File: src/serial_channel_regs.svh
/*
 register offsets, field positions, reset values and timing counts for
 the serial channel; assumes a 32-bit apb bus with word-aligned registers.
*/
`ifndef SERIAL_CHANNEL_REGS_SVH
`define SERIAL_CHANNEL_REGS_SVH
// printed offsets are register indices; byte address is index times four
`define SC_IDX_STATUS 12'h209
`define SC_IDX_MODE0 12'h20A
`define SC_IDX_BAUD 12'h20B
`define SC_IDX_FRAC 12'h20C
`define SC_IDX_MODE1 12'h20D
`define SC_IDX_DATA 12'h20E
`define SC_IDX_IRQ_STAT 12'h20F
`define SC_IDX_IRQ_MASK 12'h210
// status/control fields
`define SC_ST_RX9 7
`define SC_ST_EVEN 6
`define SC_ST_PEN 5
`define SC_ST_OVR 4
`define SC_ST_PAR 3
`define SC_ST_FRM 2
`define SC_ST_EDGE 1
`define SC_ST_IOC 0
// mode0 fields
`define SC_M0_TX9 7
`define SC_M0_CTS 6
`define SC_M0_RXE 5
`define SC_M0_WU 4
// baud control fields
`define SC_BR_ADDE 6
// interrupt bits
`define SC_IRQ_TX 0
`define SC_IRQ_RX 1
`define SC_IRQ_ERR 2
// reset values
`define SC_RST_BYTE 8'h00
`define SC_RST_IRQ 3'h0
// prescaler taps: divide by 1, 4, 16, 32 from the 50 MHz clock
`define SC_PRE_T0 5'h00
`define SC_PRE_T2 5'h03
`define SC_PRE_T8 5'h0F
`define SC_PRE_T32 5'h1F
// oversampling for uart mode
`define SC_OVERSAMPLE 4'hF
// timer counter reset load; the counter wraps, so it triggers every 256 pclk cycles
`define SC_TIMER_DIV 8'hFF
`endif

File: src/serial_channel_pkg.sv
/*
 types shared by the serial channel files; constants live in the header.
*/
package serial_channel_pkg;
   typedef enum logic [1:0] {
      MODE_IO = 2'h0,
      MODE_UART7 = 2'h1,
      MODE_UART8 = 2'h2,
      MODE_UART9 = 2'h3
   } mode_t;
   typedef enum logic [1:0] {
      SRC_TIMER = 2'h0,
      SRC_BAUD = 2'h1,
      SRC_SYS = 2'h2,
      SRC_PIN = 2'h3
   } clk_src_t;
   typedef struct packed {
      logic fraction_divide_enable;
      logic [1:0] prescale_select;
      logic [3:0] divisor_n;
      logic [3:0] fraction_k;
   } baud_cfg_t;
   typedef enum logic [3:0] {
      TX_IDLE = 4'b0001,
      TX_START = 4'b0010,
      TX_DATA = 4'b0100,
      TX_STOP = 4'b1000
   } tx_state_t;
   typedef enum logic [3:0] {
      RX_IDLE = 4'b0001,
      RX_START = 4'b0010,
      RX_DATA = 4'b0100,
      RX_STOP = 4'b1000
   } rx_state_t;
endpackage

File: src/serial_baud_gen.sv
/*
 baud rate generator: prescaler tap, divide by n, optional (16-k)/16.
 assumes one pclk domain; the output is a one-cycle enable pulse.
*/
`timescale 1ns/1ns
`include "serial_channel_regs.svh"
module serial_baud_gen (
   // clock and reset
   input wire logic pclk,
   input wire logic presetn,
   // configuration
   input wire serial_channel_pkg::baud_cfg_t cfg,
   // output tick
   output logic tick
);
   logic [4:0] pre_r, pre_nxt;
   logic [3:0] cnt_r, cnt_nxt;
   logic [3:0] acc_r, acc_nxt;
   logic tick_r, tick_nxt;
   logic [4:0] pre_top;
   logic [4:0] acc_sum;

   // next-state for prescaler, divisor and fraction accumulator
   always_comb begin
      unique case (cfg.prescale_select)
         2'h0: pre_top = `SC_PRE_T0;
         2'h1: pre_top = `SC_PRE_T2;
         2'h2: pre_top = `SC_PRE_T8;
         2'h3: pre_top = `SC_PRE_T32;
      endcase
      pre_nxt = pre_r;
      cnt_nxt = cnt_r;
      acc_nxt = acc_r;
      tick_nxt = 1'b0;
      // the accumulator grows by 16-k mod 16, so a carry comes (16-k) times in 16; k of 0 never carries
      acc_sum = {1'b0, acc_r} + {1'b0, 4'h0 - cfg.fraction_k};
      if (pre_r >= pre_top) begin
         pre_nxt = 5'h00;
         // n of 0 or 1 ticks every input period; a carry adds one period when n is not 0
         if (cnt_r <= 4'h1) begin
            if (cfg.fraction_divide_enable && cnt_r == 4'h1 &&
                acc_sum[4]) begin
               cnt_nxt = 4'h0;
               acc_nxt = acc_sum[3:0];
            end else begin
               tick_nxt = 1'b1;
               cnt_nxt = cfg.divisor_n;
               if (cfg.fraction_divide_enable && !acc_sum[4])
                  acc_nxt = acc_sum[3:0];
            end
         end else begin
            cnt_nxt = cnt_r - 4'h1;
         end
      end else begin
         pre_nxt = pre_r + 5'h01;
      end
   end

   // registers only
   always_ff @(posedge pclk or negedge presetn) begin
      if (!presetn) begin
         pre_r <= 5'h00;
         cnt_r <= 4'h0;
         acc_r <= 4'h0;
         tick_r <= 1'b0;
      end else begin
         pre_r <= pre_nxt;
         cnt_r <= cnt_nxt;
         acc_r <= acc_nxt;
         tick_r <= tick_nxt;
      end
   end

   assign tick = tick_r;
endmodule // serial_baud_gen

File: src/serial_channel_uart_sio.sv
/*
 serial channel: uart (7/8/9 bit) or clocked i/o shift channel with apb
 registers and one level interrupt. assumes pins come from outside the
 pclk domain and are synchronised here.
*/
`timescale 1ns/1ns
`include "serial_channel_regs.svh"
module serial_channel_uart_sio (
   // apb
   input wire logic pclk,
   input wire logic presetn,
   input wire logic psel,
   input wire logic penable,
   input wire logic pwrite,
   input wire logic [15:0] paddr,
   input wire logic [31:0] pwdata,
   output logic [31:0] prdata,
   output logic pready,
   output logic pslverr,
   // serial line
   input wire logic rxd,
   output logic txd,
   input wire logic cts_n,
   input wire logic serial_clock_pin_in,
   output logic serial_clock_pin_out,
   output logic serial_clock_pin_oe,
   // interrupt
   output logic irq
);
   logic [7:0] st_r, st_nxt, m0_r, m0_nxt, br_r, br_nxt;
   logic [7:0] fk_r, fk_nxt, m1_r, m1_nxt;
   logic [7:0] txb_r, txb_nxt, rxb_r, rxb_nxt;
   logic [2:0] ist_r, ist_nxt, imsk_r, imsk_nxt;
   logic [31:0] prdata_r, prdata_nxt;
   logic pready_r, pready_nxt, pslverr_r, pslverr_nxt, irq_r, irq_nxt;
   logic txd_r, txd_nxt, sck_r, sck_nxt, sckoe_r, sckoe_nxt;
   logic [2:0] rx_s, sk_s, ct_s;
   logic [7:0] tdiv_r, tdiv_nxt;
   logic [3:0] os_r, os_nxt, rs_r, rs_nxt;
   logic [3:0] tb_r, tb_nxt, rb_r, rb_nxt;
   logic [8:0] tsh_r, tsh_nxt, rsh_r, rsh_nxt;
   logic tpar_r, tpar_nxt, rpar_r, rpar_nxt, tbusy_r, tbusy_nxt;
   logic rfull_r, rfull_nxt;
   serial_channel_pkg::tx_state_t ts_r, ts_nxt;
   serial_channel_pkg::rx_state_t rst_r, rst_nxt;
   serial_channel_pkg::baud_cfg_t bcfg;
   serial_channel_pkg::mode_t mode;
   serial_channel_pkg::clk_src_t src;
   logic baud_tick, clk_tick, io_mode, acc, wr, rd;
   logic [11:0] idx;
   logic [3:0] nbits;
   logic pin_rise, pin_fall, rx_lvl, ck_lvl, cts_ok, sh_edge, smp_edge;
   logic [2:0] ev;
   logic [4:2] eset;

   assign acc = psel && penable && !pready_r;
   assign wr = acc && pwrite;
   assign rd = acc && !pwrite;
   assign idx = paddr[13:2];
   assign mode = serial_channel_pkg::mode_t'(m0_r[3:2]);
   assign src = serial_channel_pkg::clk_src_t'(m0_r[1:0]);
   assign io_mode = (mode == serial_channel_pkg::MODE_IO);
   assign bcfg = '{fraction_divide_enable: br_r[`SC_BR_ADDE],
                   prescale_select: br_r[5:4], divisor_n: br_r[3:0],
                   fraction_k: fk_r[3:0]};
   assign rx_lvl = rx_s[2];
   assign ck_lvl = sk_s[2];
   // change counts when the second stage differs from the third
   assign pin_rise = sk_s[1] && !sk_s[2];
   assign pin_fall = !sk_s[1] && sk_s[2];
   assign cts_ok = !m0_r[`SC_M0_CTS] || !ct_s[2];

   serial_baud_gen u_baud (
      .pclk(pclk),
      .presetn(presetn),
      .cfg(bcfg),
      .tick(baud_tick)
   );

   // bit clock source select
   always_comb begin
      unique case (src)
         serial_channel_pkg::SRC_TIMER: clk_tick = (tdiv_r == 8'h00);
         serial_channel_pkg::SRC_BAUD: clk_tick = baud_tick;
         serial_channel_pkg::SRC_SYS: clk_tick = 1'b1;
         serial_channel_pkg::SRC_PIN: clk_tick = pin_rise;
      endcase
      nbits = (mode == serial_channel_pkg::MODE_UART7) ? 4'h7 :
              (mode == serial_channel_pkg::MODE_UART9) ? 4'h9 : 4'h8;
   end

   // io mode shift/sample edges: internal clock or pin, per edge select
   always_comb begin
      if (st_r[`SC_ST_IOC]) begin
         sh_edge = st_r[`SC_ST_EDGE] ? pin_rise : pin_fall;
         smp_edge = st_r[`SC_ST_EDGE] ? pin_fall : pin_rise;
      end else begin
         sh_edge = baud_tick && sck_r;
         smp_edge = baud_tick && !sck_r;
      end
   end

   // transmit and receive machines, apb registers, interrupt
   always_comb begin
      st_nxt = st_r; m0_nxt = m0_r; br_nxt = br_r; fk_nxt = fk_r;
      m1_nxt = m1_r; txb_nxt = txb_r; rxb_nxt = rxb_r;
      ist_nxt = ist_r; imsk_nxt = imsk_r;
      prdata_nxt = prdata_r; pready_nxt = 1'b0; pslverr_nxt = 1'b0;
      txd_nxt = txd_r; sck_nxt = sck_r; sckoe_nxt = 1'b0;
      tdiv_nxt = tdiv_r - 8'h01;
      os_nxt = os_r; rs_nxt = rs_r; tb_nxt = tb_r; rb_nxt = rb_r;
      tsh_nxt = tsh_r; rsh_nxt = rsh_r; tpar_nxt = tpar_r;
      rpar_nxt = rpar_r; tbusy_nxt = tbusy_r; rfull_nxt = rfull_r;
      ts_nxt = ts_r; rst_nxt = rst_r; ev = 3'h0; eset = 3'h0;
      // internal clock drives the pin in io mode while the ioc bit is clear, pin input otherwise
      if (io_mode && !st_r[`SC_ST_IOC]) begin
         sckoe_nxt = 1'b1;
         if (baud_tick && ts_r != serial_channel_pkg::TX_IDLE)
            sck_nxt = !sck_r;
         else if (ts_r == serial_channel_pkg::TX_IDLE)
            sck_nxt = 1'b1;
      end
      if (io_mode) begin
         // clocked shift, 8 bits lsb first; output shifts on sh_edge
         unique case (ts_r)
            serial_channel_pkg::TX_IDLE:
               if (tbusy_r && cts_ok) begin
                  tsh_nxt = {1'b0, txb_r}; tb_nxt = 4'h0; tbusy_nxt = 1'b0;
                  txd_nxt = txb_r[0];
                  ts_nxt = serial_channel_pkg::TX_DATA;
               end
            serial_channel_pkg::TX_DATA: begin
               if (smp_edge && m0_r[`SC_M0_RXE])
                  rsh_nxt = {1'b0, rx_lvl, rsh_r[7:1]};
               if (sh_edge) begin
                  tsh_nxt = {1'b0, tsh_r[8:1]};
                  txd_nxt = tsh_r[1];
                  tb_nxt = tb_r + 4'h1;
                  if (tb_r == 4'h7) begin
                     ts_nxt = serial_channel_pkg::TX_IDLE;
                     txd_nxt = 1'b1;
                     ev[`SC_IRQ_TX] = 1'b1;
                     if (m0_r[`SC_M0_RXE]) begin
                        if (rfull_r) eset[`SC_ST_OVR] = 1'b1;
                        rxb_nxt = rsh_r[7:0]; rfull_nxt = 1'b1;
                        ev[`SC_IRQ_RX] = 1'b1;
                     end
                  end
               end
            end
            default: ts_nxt = serial_channel_pkg::TX_IDLE;
         endcase
      end else begin
         // uart transmitter, one bit per 16 clock ticks
         if (clk_tick) os_nxt = os_r + 4'h1;
         if (clk_tick && os_r == `SC_OVERSAMPLE) begin
            unique case (ts_r)
               serial_channel_pkg::TX_IDLE:
                  if (tbusy_r && cts_ok) begin
                     tsh_nxt = {m0_r[`SC_M0_TX9], txb_r};
                     tbusy_nxt = 1'b0; txd_nxt = 1'b0; tb_nxt = 4'h0;
                     tpar_nxt = !st_r[`SC_ST_EVEN];
                     ts_nxt = serial_channel_pkg::TX_START;
                  end
               serial_channel_pkg::TX_START, serial_channel_pkg::TX_DATA:
                  if (tb_r < nbits) begin
                     txd_nxt = tsh_r[0]; tpar_nxt = tpar_r ^ tsh_r[0];
                     tsh_nxt = {1'b0, tsh_r[8:1]};
                     tb_nxt = tb_r + 4'h1;
                     ts_nxt = serial_channel_pkg::TX_DATA;
                  end else if (st_r[`SC_ST_PEN] && tb_r == nbits) begin
                     txd_nxt = tpar_r; tb_nxt = tb_r + 4'h1;
                  end else begin
                     txd_nxt = 1'b1;
                     ts_nxt = serial_channel_pkg::TX_STOP;
                  end
               serial_channel_pkg::TX_STOP: begin
                  ts_nxt = serial_channel_pkg::TX_IDLE;
                  ev[`SC_IRQ_TX] = 1'b1;
               end
            endcase
         end
         // uart receiver, samples mid bit
         if (clk_tick) begin
            rs_nxt = rs_r + 4'h1;
            unique case (rst_r)
               serial_channel_pkg::RX_IDLE:
                  if (!rx_lvl && m0_r[`SC_M0_RXE]) begin
                     rs_nxt = 4'h0; rb_nxt = 4'h0;
                     rpar_nxt = !st_r[`SC_ST_EVEN];
                     rst_nxt = serial_channel_pkg::RX_START;
                  end
               serial_channel_pkg::RX_START:
                  if (rs_r == 4'h7) begin
                     rs_nxt = 4'h0;
                     rst_nxt = rx_lvl ? serial_channel_pkg::RX_IDLE :
                                        serial_channel_pkg::RX_DATA;
                  end
               serial_channel_pkg::RX_DATA:
                  if (rs_r == `SC_OVERSAMPLE) begin
                     rb_nxt = rb_r + 4'h1;
                     if (rb_r < nbits) begin
                        rsh_nxt = {rx_lvl, rsh_r[8:1]};
                        rpar_nxt = rpar_r ^ rx_lvl;
                     end else if (st_r[`SC_ST_PEN] && rb_r == nbits) begin
                        if (rpar_r != rx_lvl)
                           eset[`SC_ST_PAR] = 1'b1;
                     end else begin
                        rst_nxt = serial_channel_pkg::RX_STOP;
                     end
                  end
               serial_channel_pkg::RX_STOP: begin
                  rst_nxt = serial_channel_pkg::RX_IDLE;
                  if (!rx_lvl) eset[`SC_ST_FRM] = 1'b1;
                  // justify frame, keep the ninth bit separately
                  unique case (mode)
                     serial_channel_pkg::MODE_UART7:
                        rxb_nxt = {1'b0, rsh_r[8:2]};
                     serial_channel_pkg::MODE_UART9: begin
                        rxb_nxt = rsh_r[7:0];
                        st_nxt[`SC_ST_RX9] = rsh_r[8];
                     end
                     default: rxb_nxt = rsh_r[8:1];
                  endcase
                  if (!(m0_r[`SC_M0_WU] &&
                        mode == serial_channel_pkg::MODE_UART9 &&
                        !rsh_r[8])) begin
                     if (rfull_r) eset[`SC_ST_OVR] = 1'b1;
                     rfull_nxt = 1'b1;
                     ev[`SC_IRQ_RX] = 1'b1;
                  end else begin
                     rxb_nxt = rxb_r;
                  end
               end
            endcase
         end
      end
      // error flags are sticky until a status read
      st_nxt[4:2] = st_r[4:2] | eset;
      if (|eset) ev[`SC_IRQ_ERR] = 1'b1;
      // apb access: one wait state, answer on the second cycle
      if (acc) begin
         pready_nxt = 1'b1;
         prdata_nxt = 32'h0000_0000;
         unique case (idx)
            `SC_IDX_STATUS: if (wr) begin
                  st_nxt[6:5] = pwdata[6:5];
                  st_nxt[1:0] = pwdata[1:0];
               end else begin
                  prdata_nxt[7:0] = st_r;
                  // an error in the clearing cycle survives: set wins
                  st_nxt[4:2] = eset;
               end
            `SC_IDX_MODE0: if (wr) m0_nxt = pwdata[7:0];
               else prdata_nxt[7:0] = m0_r;
            `SC_IDX_BAUD: if (wr) br_nxt = {1'b0, pwdata[6:0]};
               else prdata_nxt[7:0] = br_r;
            `SC_IDX_FRAC: if (wr) fk_nxt = {4'h0, pwdata[3:0]};
               else prdata_nxt[7:0] = fk_r;
            `SC_IDX_MODE1: if (wr) m1_nxt = {pwdata[7:6], 6'h00};
               else prdata_nxt[7:0] = m1_r;
            `SC_IDX_DATA: if (wr) begin
                  txb_nxt = pwdata[7:0]; tbusy_nxt = 1'b1;
               end else begin
                  prdata_nxt[7:0] = rxb_r; rfull_nxt = 1'b0;
               end
            `SC_IDX_IRQ_STAT: if (rd) begin
                  prdata_nxt[2:0] = ist_r; ist_nxt = 3'h0;
               end
            `SC_IDX_IRQ_MASK: if (wr) imsk_nxt = pwdata[2:0];
               else prdata_nxt[2:0] = imsk_r;
            default: pslverr_nxt = 1'b1;
         endcase
      end
      ist_nxt = ist_nxt | ev;
      irq_nxt = |(ist_nxt & imsk_nxt);
   end

   // registers only
   always_ff @(posedge pclk or negedge presetn) begin
      if (!presetn) begin
         st_r <= `SC_RST_BYTE; m0_r <= `SC_RST_BYTE; br_r <= `SC_RST_BYTE;
         fk_r <= `SC_RST_BYTE; m1_r <= `SC_RST_BYTE;
         txb_r <= `SC_RST_BYTE; rxb_r <= `SC_RST_BYTE;
         ist_r <= `SC_RST_IRQ; imsk_r <= `SC_RST_IRQ;
         prdata_r <= 32'h0000_0000; pready_r <= 1'b0; pslverr_r <= 1'b0;
         irq_r <= 1'b0; txd_r <= 1'b1; sck_r <= 1'b1; sckoe_r <= 1'b0;
         rx_s <= 3'h7; sk_s <= 3'h7; ct_s <= 3'h7;
         tdiv_r <= `SC_TIMER_DIV; os_r <= 4'h0; rs_r <= 4'h0;
         tb_r <= 4'h0; rb_r <= 4'h0; tsh_r <= 9'h000; rsh_r <= 9'h000;
         tpar_r <= 1'b0; rpar_r <= 1'b0; tbusy_r <= 1'b0;
         rfull_r <= 1'b0;
         ts_r <= serial_channel_pkg::TX_IDLE;
         rst_r <= serial_channel_pkg::RX_IDLE;
      end else begin
         st_r <= st_nxt; m0_r <= m0_nxt; br_r <= br_nxt;
         fk_r <= fk_nxt; m1_r <= m1_nxt;
         txb_r <= txb_nxt; rxb_r <= rxb_nxt;
         ist_r <= ist_nxt; imsk_r <= imsk_nxt;
         prdata_r <= prdata_nxt; pready_r <= pready_nxt;
         pslverr_r <= pslverr_nxt; irq_r <= irq_nxt;
         txd_r <= txd_nxt; sck_r <= sck_nxt; sckoe_r <= sckoe_nxt;
         rx_s <= {rx_s[1:0], rxd};
         sk_s <= {sk_s[1:0], serial_clock_pin_in};
         ct_s <= {ct_s[1:0], cts_n};
         tdiv_r <= tdiv_nxt; os_r <= os_nxt; rs_r <= rs_nxt;
         tb_r <= tb_nxt; rb_r <= rb_nxt; tsh_r <= tsh_nxt;
         rsh_r <= rsh_nxt; tpar_r <= tpar_nxt; rpar_r <= rpar_nxt;
         tbusy_r <= tbusy_nxt; rfull_r <= rfull_nxt;
         ts_r <= ts_nxt; rst_r <= rst_nxt;
      end
   end

   assign prdata = prdata_r;
   assign pready = pready_r;
   assign pslverr = pslverr_r;
   assign irq = irq_r;
   assign txd = txd_r;
   assign serial_clock_pin_out = sck_r;
   assign serial_clock_pin_oe = sckoe_r;
endmodule // serial_channel_uart_sio

File: config.mk
export PLATFORM = sky130hd
export DESIGN_NAME = serial_channel_uart_sio
export DESIGN_NICKNAME = d
export VERILOG_FILES = /design/src/serial_channel_pkg.sv /design/src/serial_baud_gen.sv /design/src/serial_channel_uart_sio.sv
export VERILOG_INCLUDE_DIRS = /design/src
export SDC_FILE = /design/constraint.sdc
export NUM_CORES = 1
export LEC_CHECK = 0
export ABC_CLOCK_PERIOD_IN_PS = 2700
export CAP_MARGIN = 0
export CORE_UTILIZATION = 40
export CTS_CLUSTER_DIAMETER = 80
export DETAILED_ROUTE_END_ITERATION = 12
export DONT_BUFFER_PORTS = 1
export PLACE_DENSITY_LB_ADDON = 0.3
export SYNTH_ARGS = -nofsm -noshare
export SYNTH_HDL_FRONTEND = slang
export SYNTH_SLANG_ARGS = --single-unit
File: constraint.sdc
create_clock -name pclk -period 2.7 [get_ports pclk]
set_input_delay 0.135 -clock pclk [delete_from_list [all_inputs] [get_ports pclk]]
set_output_delay 0.135 -clock pclk [all_outputs]
set_load 0.1 [all_outputs]
## Word-level counts from Yosys, hierarchy flattened

Cells that the tools add are included.

| cells by class | value |
|---|---|
| add/sub/neg operators | 9 |
| $mul | 0 |
| div/mod/pow operators | 0 |
| magnitude comparators | 4 |
| equality and inequality tests | 53 |
| shift-type cells | 0 |
| muxes and demuxes | 160 |
| bitwise logic cells | 6 |
| reductions and logical operators | 73 |

Operators with widths:

| operator | number |
|---|---|
| two-way mux 9 bit | 13 |
| two-way mux 4 bit | 29 |
| == test 12 x 10 -> 1 bit, second input constant | 8 |
| two-way mux 8 bit | 12 |
| two-way mux 1 bit | 67 |
| case mux 4 bit (2 select lines) | 5 |
| case mux 9 bit (2 select lines) | 2 |
| two-way mux 3 bit | 11 |
| case mux 5 bit (6 select lines) | 1 |
| AND reduction 5 bit | 5 |
| case mux 3 bit (8 select lines) | 1 |
| logical AND 1 bit | 21 |
| AND reduction 3 bit | 7 |
| case mux 5 bit (4 select lines) | 1 |
| nonzero test 2 bit | 10 |
| inequality test 2 bit, second input constant | 9 |
| AND reduction 6 bit | 3 |
| adder 4 x 1 -> 4 bit, second input constant | 4 |
| == test 4 x 3 -> 1 bit, second input constant | 4 |
| == test 4 bit, second input constant | 4 |
| case mux 4 bit (4 select lines) | 1 |
| case mux 8 bit (2 select lines) | 1 |
| two-way mux 5 bit | 3 |
| AND reduction 7 bit | 2 |
| 38 further kinds | 81 |

| word-level totals | value |
|---|---|
| bits in registers | 142 |
| latch bits | 0 |
| RAM bits | 0 |
| memory bits (read-only) | 0 |
| output and inout bits | 38 |
| memories | 0 |

## Longest topological paths before layout

| depth | value |
|---|---|
| word-level depth | 16 |
| gate-level depth with buffers | 11 |

## Hierarchy

A second synthesis with hierarchy kept.

| unflattened totals | value |
|---|---|
| cell total of the unflattened synthesis | 727 |
| area total of the unflattened synthesis | 7,656.1 um2 |

By module, submodules not included:

| module | instances | cells each | area each (um2) | sequential area each (um2) |
|---|---|---|---|---|
| serial_channel_uart_sio | 1 | 633 | 6,726.5 | 3,229.3 |
| serial_baud_gen | 1 | 94 | 929.6 | 350.3 |

## Least setup slack after synthesis

Ideal clock, no wire load.

| timing path | value |
|---|---|
| path type | register to register |
| start | register m0_r[2] |
| end | register tb_r[3] |
| setup time | 126 ps |
| arrival | 2,623 ps |
| required time | 2,574 ps |
| slack | -49 ps |
| cell stages (with the launch flop) | 12 |
| buffers on the path | 2 |
| clock period less this slack | 2,749 ps |
| cell sequence | dfrtp_1 buf_2 nor2b_1 clkbuf_1 inv_1 ha_1 nor2b_1 o21bai_1 a211oi_2 a2111oi_2 nand2_1 a221o_1 |

| between the ends | value |
|---|---|
| longest elaborated chain between the ends | 8 |
| elaborated cells between the ends (all ways) | 18 |

Ends and longest elaborated chain:

| element | line | text |
|---|---|---|
| from (decl) | serial_channel_uart_sio.sv:30 | `logic [7:0] st_r, st_nxt, m0_r, m0_nxt, br_r, br_nxt;` |
| from (signal assigned) | serial_channel_uart_sio.sv:282 | `` st_r <= `SC_RST_BYTE; m0_r <= `SC_RST_BYTE; br_r <= `SC_RST_BYTE; `` |
| from (signal assigned) | serial_channel_uart_sio.sv:296 | `st_r <= st_nxt; m0_r <= m0_nxt; br_r <= br_nxt;` |
| == test 2 bit | serial_channel_uart_sio.sv:89 | `(mode == serial_channel_pkg::MODE_UART9) ? 4'h9 : 4'h8;` |
| two-way mux 1 bit | serial_channel_uart_sio.sv:89 |  |
| two-way mux 4 bit | serial_channel_uart_sio.sv:88 | `nbits = (mode == serial_channel_pkg::MODE_UART7) ? 4'h7 :` |
| less-than comparator 4 bit | serial_channel_uart_sio.sv:166 | `if (tb_r < nbits) begin` |
| two-way mux 4 bit | serial_channel_uart_sio.sv:166 |  |
| case mux 4 bit (2 select lines) | serial_channel_uart_sio.sv:157 | `unique case (ts_r)` |
| two-way mux 4 bit | serial_channel_uart_sio.sv:156 | `` if (clk_tick && os_r == `SC_OVERSAMPLE) begin `` |
| two-way mux 4 bit | serial_channel_uart_sio.sv:123 | `if (io_mode) begin` |
| to (signal assigned) | serial_channel_uart_sio.sv:307 | `tb_r <= tb_nxt; rb_r <= rb_nxt; tsh_r <= tsh_nxt;` |
| to (decl) | serial_channel_uart_sio.sv:40 | `logic [3:0] tb_r, tb_nxt, rb_r, rb_nxt;` |

Parallel ways exist; a longest one is shown, timed or not. The select of a mux whose other input is x is not followed.
A chain may end at the register's enable or synchronous reset.

## Worst setup path in the final report

| timing path | value |
|---|---|
| start | register fk_r[0] |
| end | register u_baud.acc_r[2] |

| between the ends | value |
|---|---|
| longest elaborated chain between the ends | 6 |
| elaborated cells between the ends (all ways) | 9 |

Ends and longest elaborated chain:

| element | line | text |
|---|---|---|
| from (decl) | serial_channel_uart_sio.sv:31 | `logic [7:0] fk_r, fk_nxt, m1_r, m1_nxt;` |
| from (signal assigned) | serial_channel_uart_sio.sv:283 | `` fk_r <= `SC_RST_BYTE; m1_r <= `SC_RST_BYTE; `` |
| from (signal assigned) | serial_channel_uart_sio.sv:297 | `fk_r <= fk_nxt; m1_r <= m1_nxt;` |
| subtractor 1 x 4 -> 4 bit * | serial_baud_gen.sv:36 | `acc_sum = {1'b0, acc_r} + {1'b0, 4'h0 - cfg.fraction_k};` |
| adder 4 x 4 -> 5 bit * | serial_baud_gen.sv:36 |  |
| logical NOT 1 bit | serial_baud_gen.sv:48 | `if (cfg.fraction_divide_enable && !acc_sum[4])` |
| logical AND 1 bit | serial_baud_gen.sv:48 |  |
| nonzero test 2 bit (no line) | - |  |
| AND reduction 3 bit (no line) | - |  |
| to (signal assigned) | serial_baud_gen.sv:69 | `acc_r <= acc_nxt;` |
| to (decl) | serial_baud_gen.sv:18 | `logic [3:0] acc_r, acc_nxt;` |

Every way passes the cells marked *; elsewhere a longest branch is shown, timed or not. The select of a mux whose other input is x is not followed.

==> results.md <==
- Hold Buf Count CTS: 22
- Slowest stage delay, CP: approximately 470 ps
- Reg2Reg Setup Slack: roughly 120 ps
- Final total power: 6.42 mW
- CTS tree: yes
- DR WL/cell: about 17 um
- Sequence of cells on the critical path: inv_1 > ha_1 > fa_1 > a21o_1 > a21oi_2 > a21oi_1 > and4bb_2 > mux2_2
- Tot GR Track Use: between 10% and 20%
- Cell taking the most area after synthesis: dfrtp_1
- Proportion of layout cells with a drive suffix above 1: between 20% and 30%
- Flop pwr share: between 40% and 50%
- Register area share after synthesis: between 40 and 50%
- Final wirelength: 18.0 mm
- Cts bufs inserted: 17
- Tcrit/Tclk final: between 90% and 100%
- Cell-internal power: 4.33 mW
- DR pass1 iterations: 6
- Worst EP arrival: 2900 ps
- CP max-delay cell: fa_1
- Clock power share: between 30% and 40%
- Mapped Area: between 7000 and 8000 um^2
- PwrDens: ~720 nW/um^2
- Worst Hold Slack: -605 ps
- Top delay family on crit path: adder cells
- Pin count of the biggest net entering global routing: between 100 and 150
- Non-filler cells, final: ~1000
- Comb pwr share: 21.7%
- DR iter-0 viols: 400
- Synth area leaders: dfrtp_1 39%, mux2_2 8.1%, dfstp_2 7.1%, ha_1 4.2%, nand2_1 3.4%
- #FFs+latches synth: 142
- Grt total ovfl: 0
- Worst Max-Slew Pin Slew: ~870 ps
- Status: finished with violations
- Share of the synthesized area in the top cell type: 39.0%
- Final #Nets: roughly 850
- Ys Warns: 0
- CP Capture Type: register
- Synth unique cells: 82
- Die X: around 140 um
- Max Fclk: roughly 390 MHz
- Clk buf depth: 2
- Worst Path Max Fanout: 4
- Area delta synth->final: 14.5%
- Psw: ~2.1 mW
- CTS H-tree lvls: 4
- Clk_lat worst skew: 430 ps
- Vias in the first global route: ~5700
- RSZ-0062 raised after global routing: false
- Relative slew slack: a little over two fifths
- Static Leakage: between 3 and 4 nW
- Antenna cells: 0
- Commonest non-fill, non-tap cell in the layout: dfrtp_1
- Leading register cell type out of synthesis: dfrtp_1
- Via count: 5581
- Crit path kind: register to register
- Fin. Hold Viols: between 100 and 150
- Final TNS setup: 0 ps
- EDFF count, synth: 0
- CP startpoint kind: register
- Most frequent cells in the layout: 121 x dfrtp_1, 69 x nand2_1, 56 x mux2_2
- Initial antenna violation count: 0
- TritonCTS sink count: between 100 and 150
- Final setup fails: 0
- Inst Count DP: 980
- Root buf cell: clkbuf_16
- Die area: ~20000 um^2
- Failing checks: negative hold slack
- Post-Syn Instances: roughly 730
- Routability congestion estimate: between 0.8 and 0.9
- Rows: 50
- Slew Viols, Final: 0
- Required time of the critical path: 3020 ps
- Antenna Nets Post-Route: 0
- Max VDD drop: ~0.46 mV
- Starting Density: between 40% and 50%
- HP Class: primary input to asynchronous set/reset pin
- Vias per cell: about 5.4
- Fin crit period: between 2000 and 3000 ps
- Worst-path clk slew: 60 ps
- Total core area: 18900 um^2
- Switching share of power: between 30% and 40%
- First-pass GRT wire length: 29.5 mm
- PortBufs: 0
- Detailed placement HPWL: between 10 and 15 mm
- Post-route clock skew: 12.3 ps
- # DRC: 0
- Die Ht: 141 um
- I/O pin total: 94
- Mapped Avg Cell Area: 10.7 um^2
- Share of synthesized registers carrying an async set or reset: 100%
- Maximum capacitance violations: 0
- Worst Path Buf+Inv: 1
-- worst paths after layout --
check	from	to	depth (start not counted)
max	fk_r[0]$_DFFE_PN0P_	u_baud.acc_r[2]$_DFFE_PN0P_	8
min	presetn	u_baud.acc_r[1]$_DFFE_PN0P_	0
max reg2reg	fk_r[0]$_DFFE_PN0P_	u_baud.acc_r[2]$_DFFE_PN0P_	8
min reg2reg	ct_s[0]$_DFF_PN1_	ct_s[1]$_DFF_PN1_	0
max in group asynchronous	presetn	txd$_DFFE_PN1P_	0
min in group pclk	paddr[2]	prdata[6]$_DFFE_PN0P_	2
-- sequential cells by signal, summed over array words and instances (netlist names), 4 cells and up --
name and cells:
u_baud.pre_r 5, rxb_r 8, tsh_r 9, br_r 7
tb_r 4, st_r 8, rb_r 4, os_r 4
rst_r 4, txb_r 8, tdiv_r 8, rsh_r 9
u_baud.acc_r 4, ts_r 4, m0_r 8, rs_r 4
prdata 8, u_baud.cnt_r 4, fk_r 4
-- power groups by stage --
| stage | clock [mW] | sequential [mW] | combinational, mW |
|---|---|---|---|
| floorplan | 0 | 2.65 | 1.17 |
| global placement | 0 | 2.69 | 1.29 |
| detailed placement | 0 | 2.71 | 1.34 |
| CTS | 2.39 | 2.67 | 1.38 |
| global route | 2.49 | 2.71 | 1.54 |
| finish | 2.35 | 2.68 | 1.40 |
-- cells by family after synthesis --
family | share of synthesized area, %
fa+ha+maj | 4.45
buf+inv | 5.36
other cells | 0.0483
mux | 12.0
simple gates | 17.0
compound gates | 12.8
xor+xnor | 2.25
flops | 46.1
-- per-layer routing --
metal	global-route usage [%]	wire (um)
met3	4.15	822
met5	0	0
met2	31.9	8860
met4	6.64	297
met1	24.3	8040
-- cell usage after synthesis (8+ instances only) --
cell,n
a21oi_1,21
a22o_1,12
a22oi_1,10
a31oi_1,14
buf_2,11
buf_4,26
clkbuf_1,9
dfrtp_1,121
dfstp_2,21
ha_1,26
inv_1,27
mux2_2,56
mux2_4,15
mux2i_1,8
nand2_1,70
nand2b_1,13
nand3_1,22
nor2_1,45
nor3_1,19
o21ai_0,35
xnor2_1,15
-- timing repair --
action	4_1_cts	5_1_grt
setup endpoints to repair	0	9
gates resized for setup	0	4
setup buffers	0	2
endpoints found under the hold margin	184	142
-- area by class of cell --
cell class / instances / area (um^2)
clock buffers: 21 / 514
multi-input cells: 529 / 3880
inverters: 27 / 101
fillers: 1738 / 10000
well taps: 260 / 325
clock inverters: 11 / 90.1
repair buffers: 46 / 400
flip-flops and latches: 142 / 3580
-- per-stage QoR --
step	setup slack [ps]	instance area, um^2	util [%]
final	120	8890	47.1
after global routing	1.70	8890	47.1
after CTS	57.4	8850	46.9
after detailed placement	109	8030	42.5
after global placement	184	8030	42.5
after floorplan	96.3	7860	-
(Power assumes the default switching activity.)
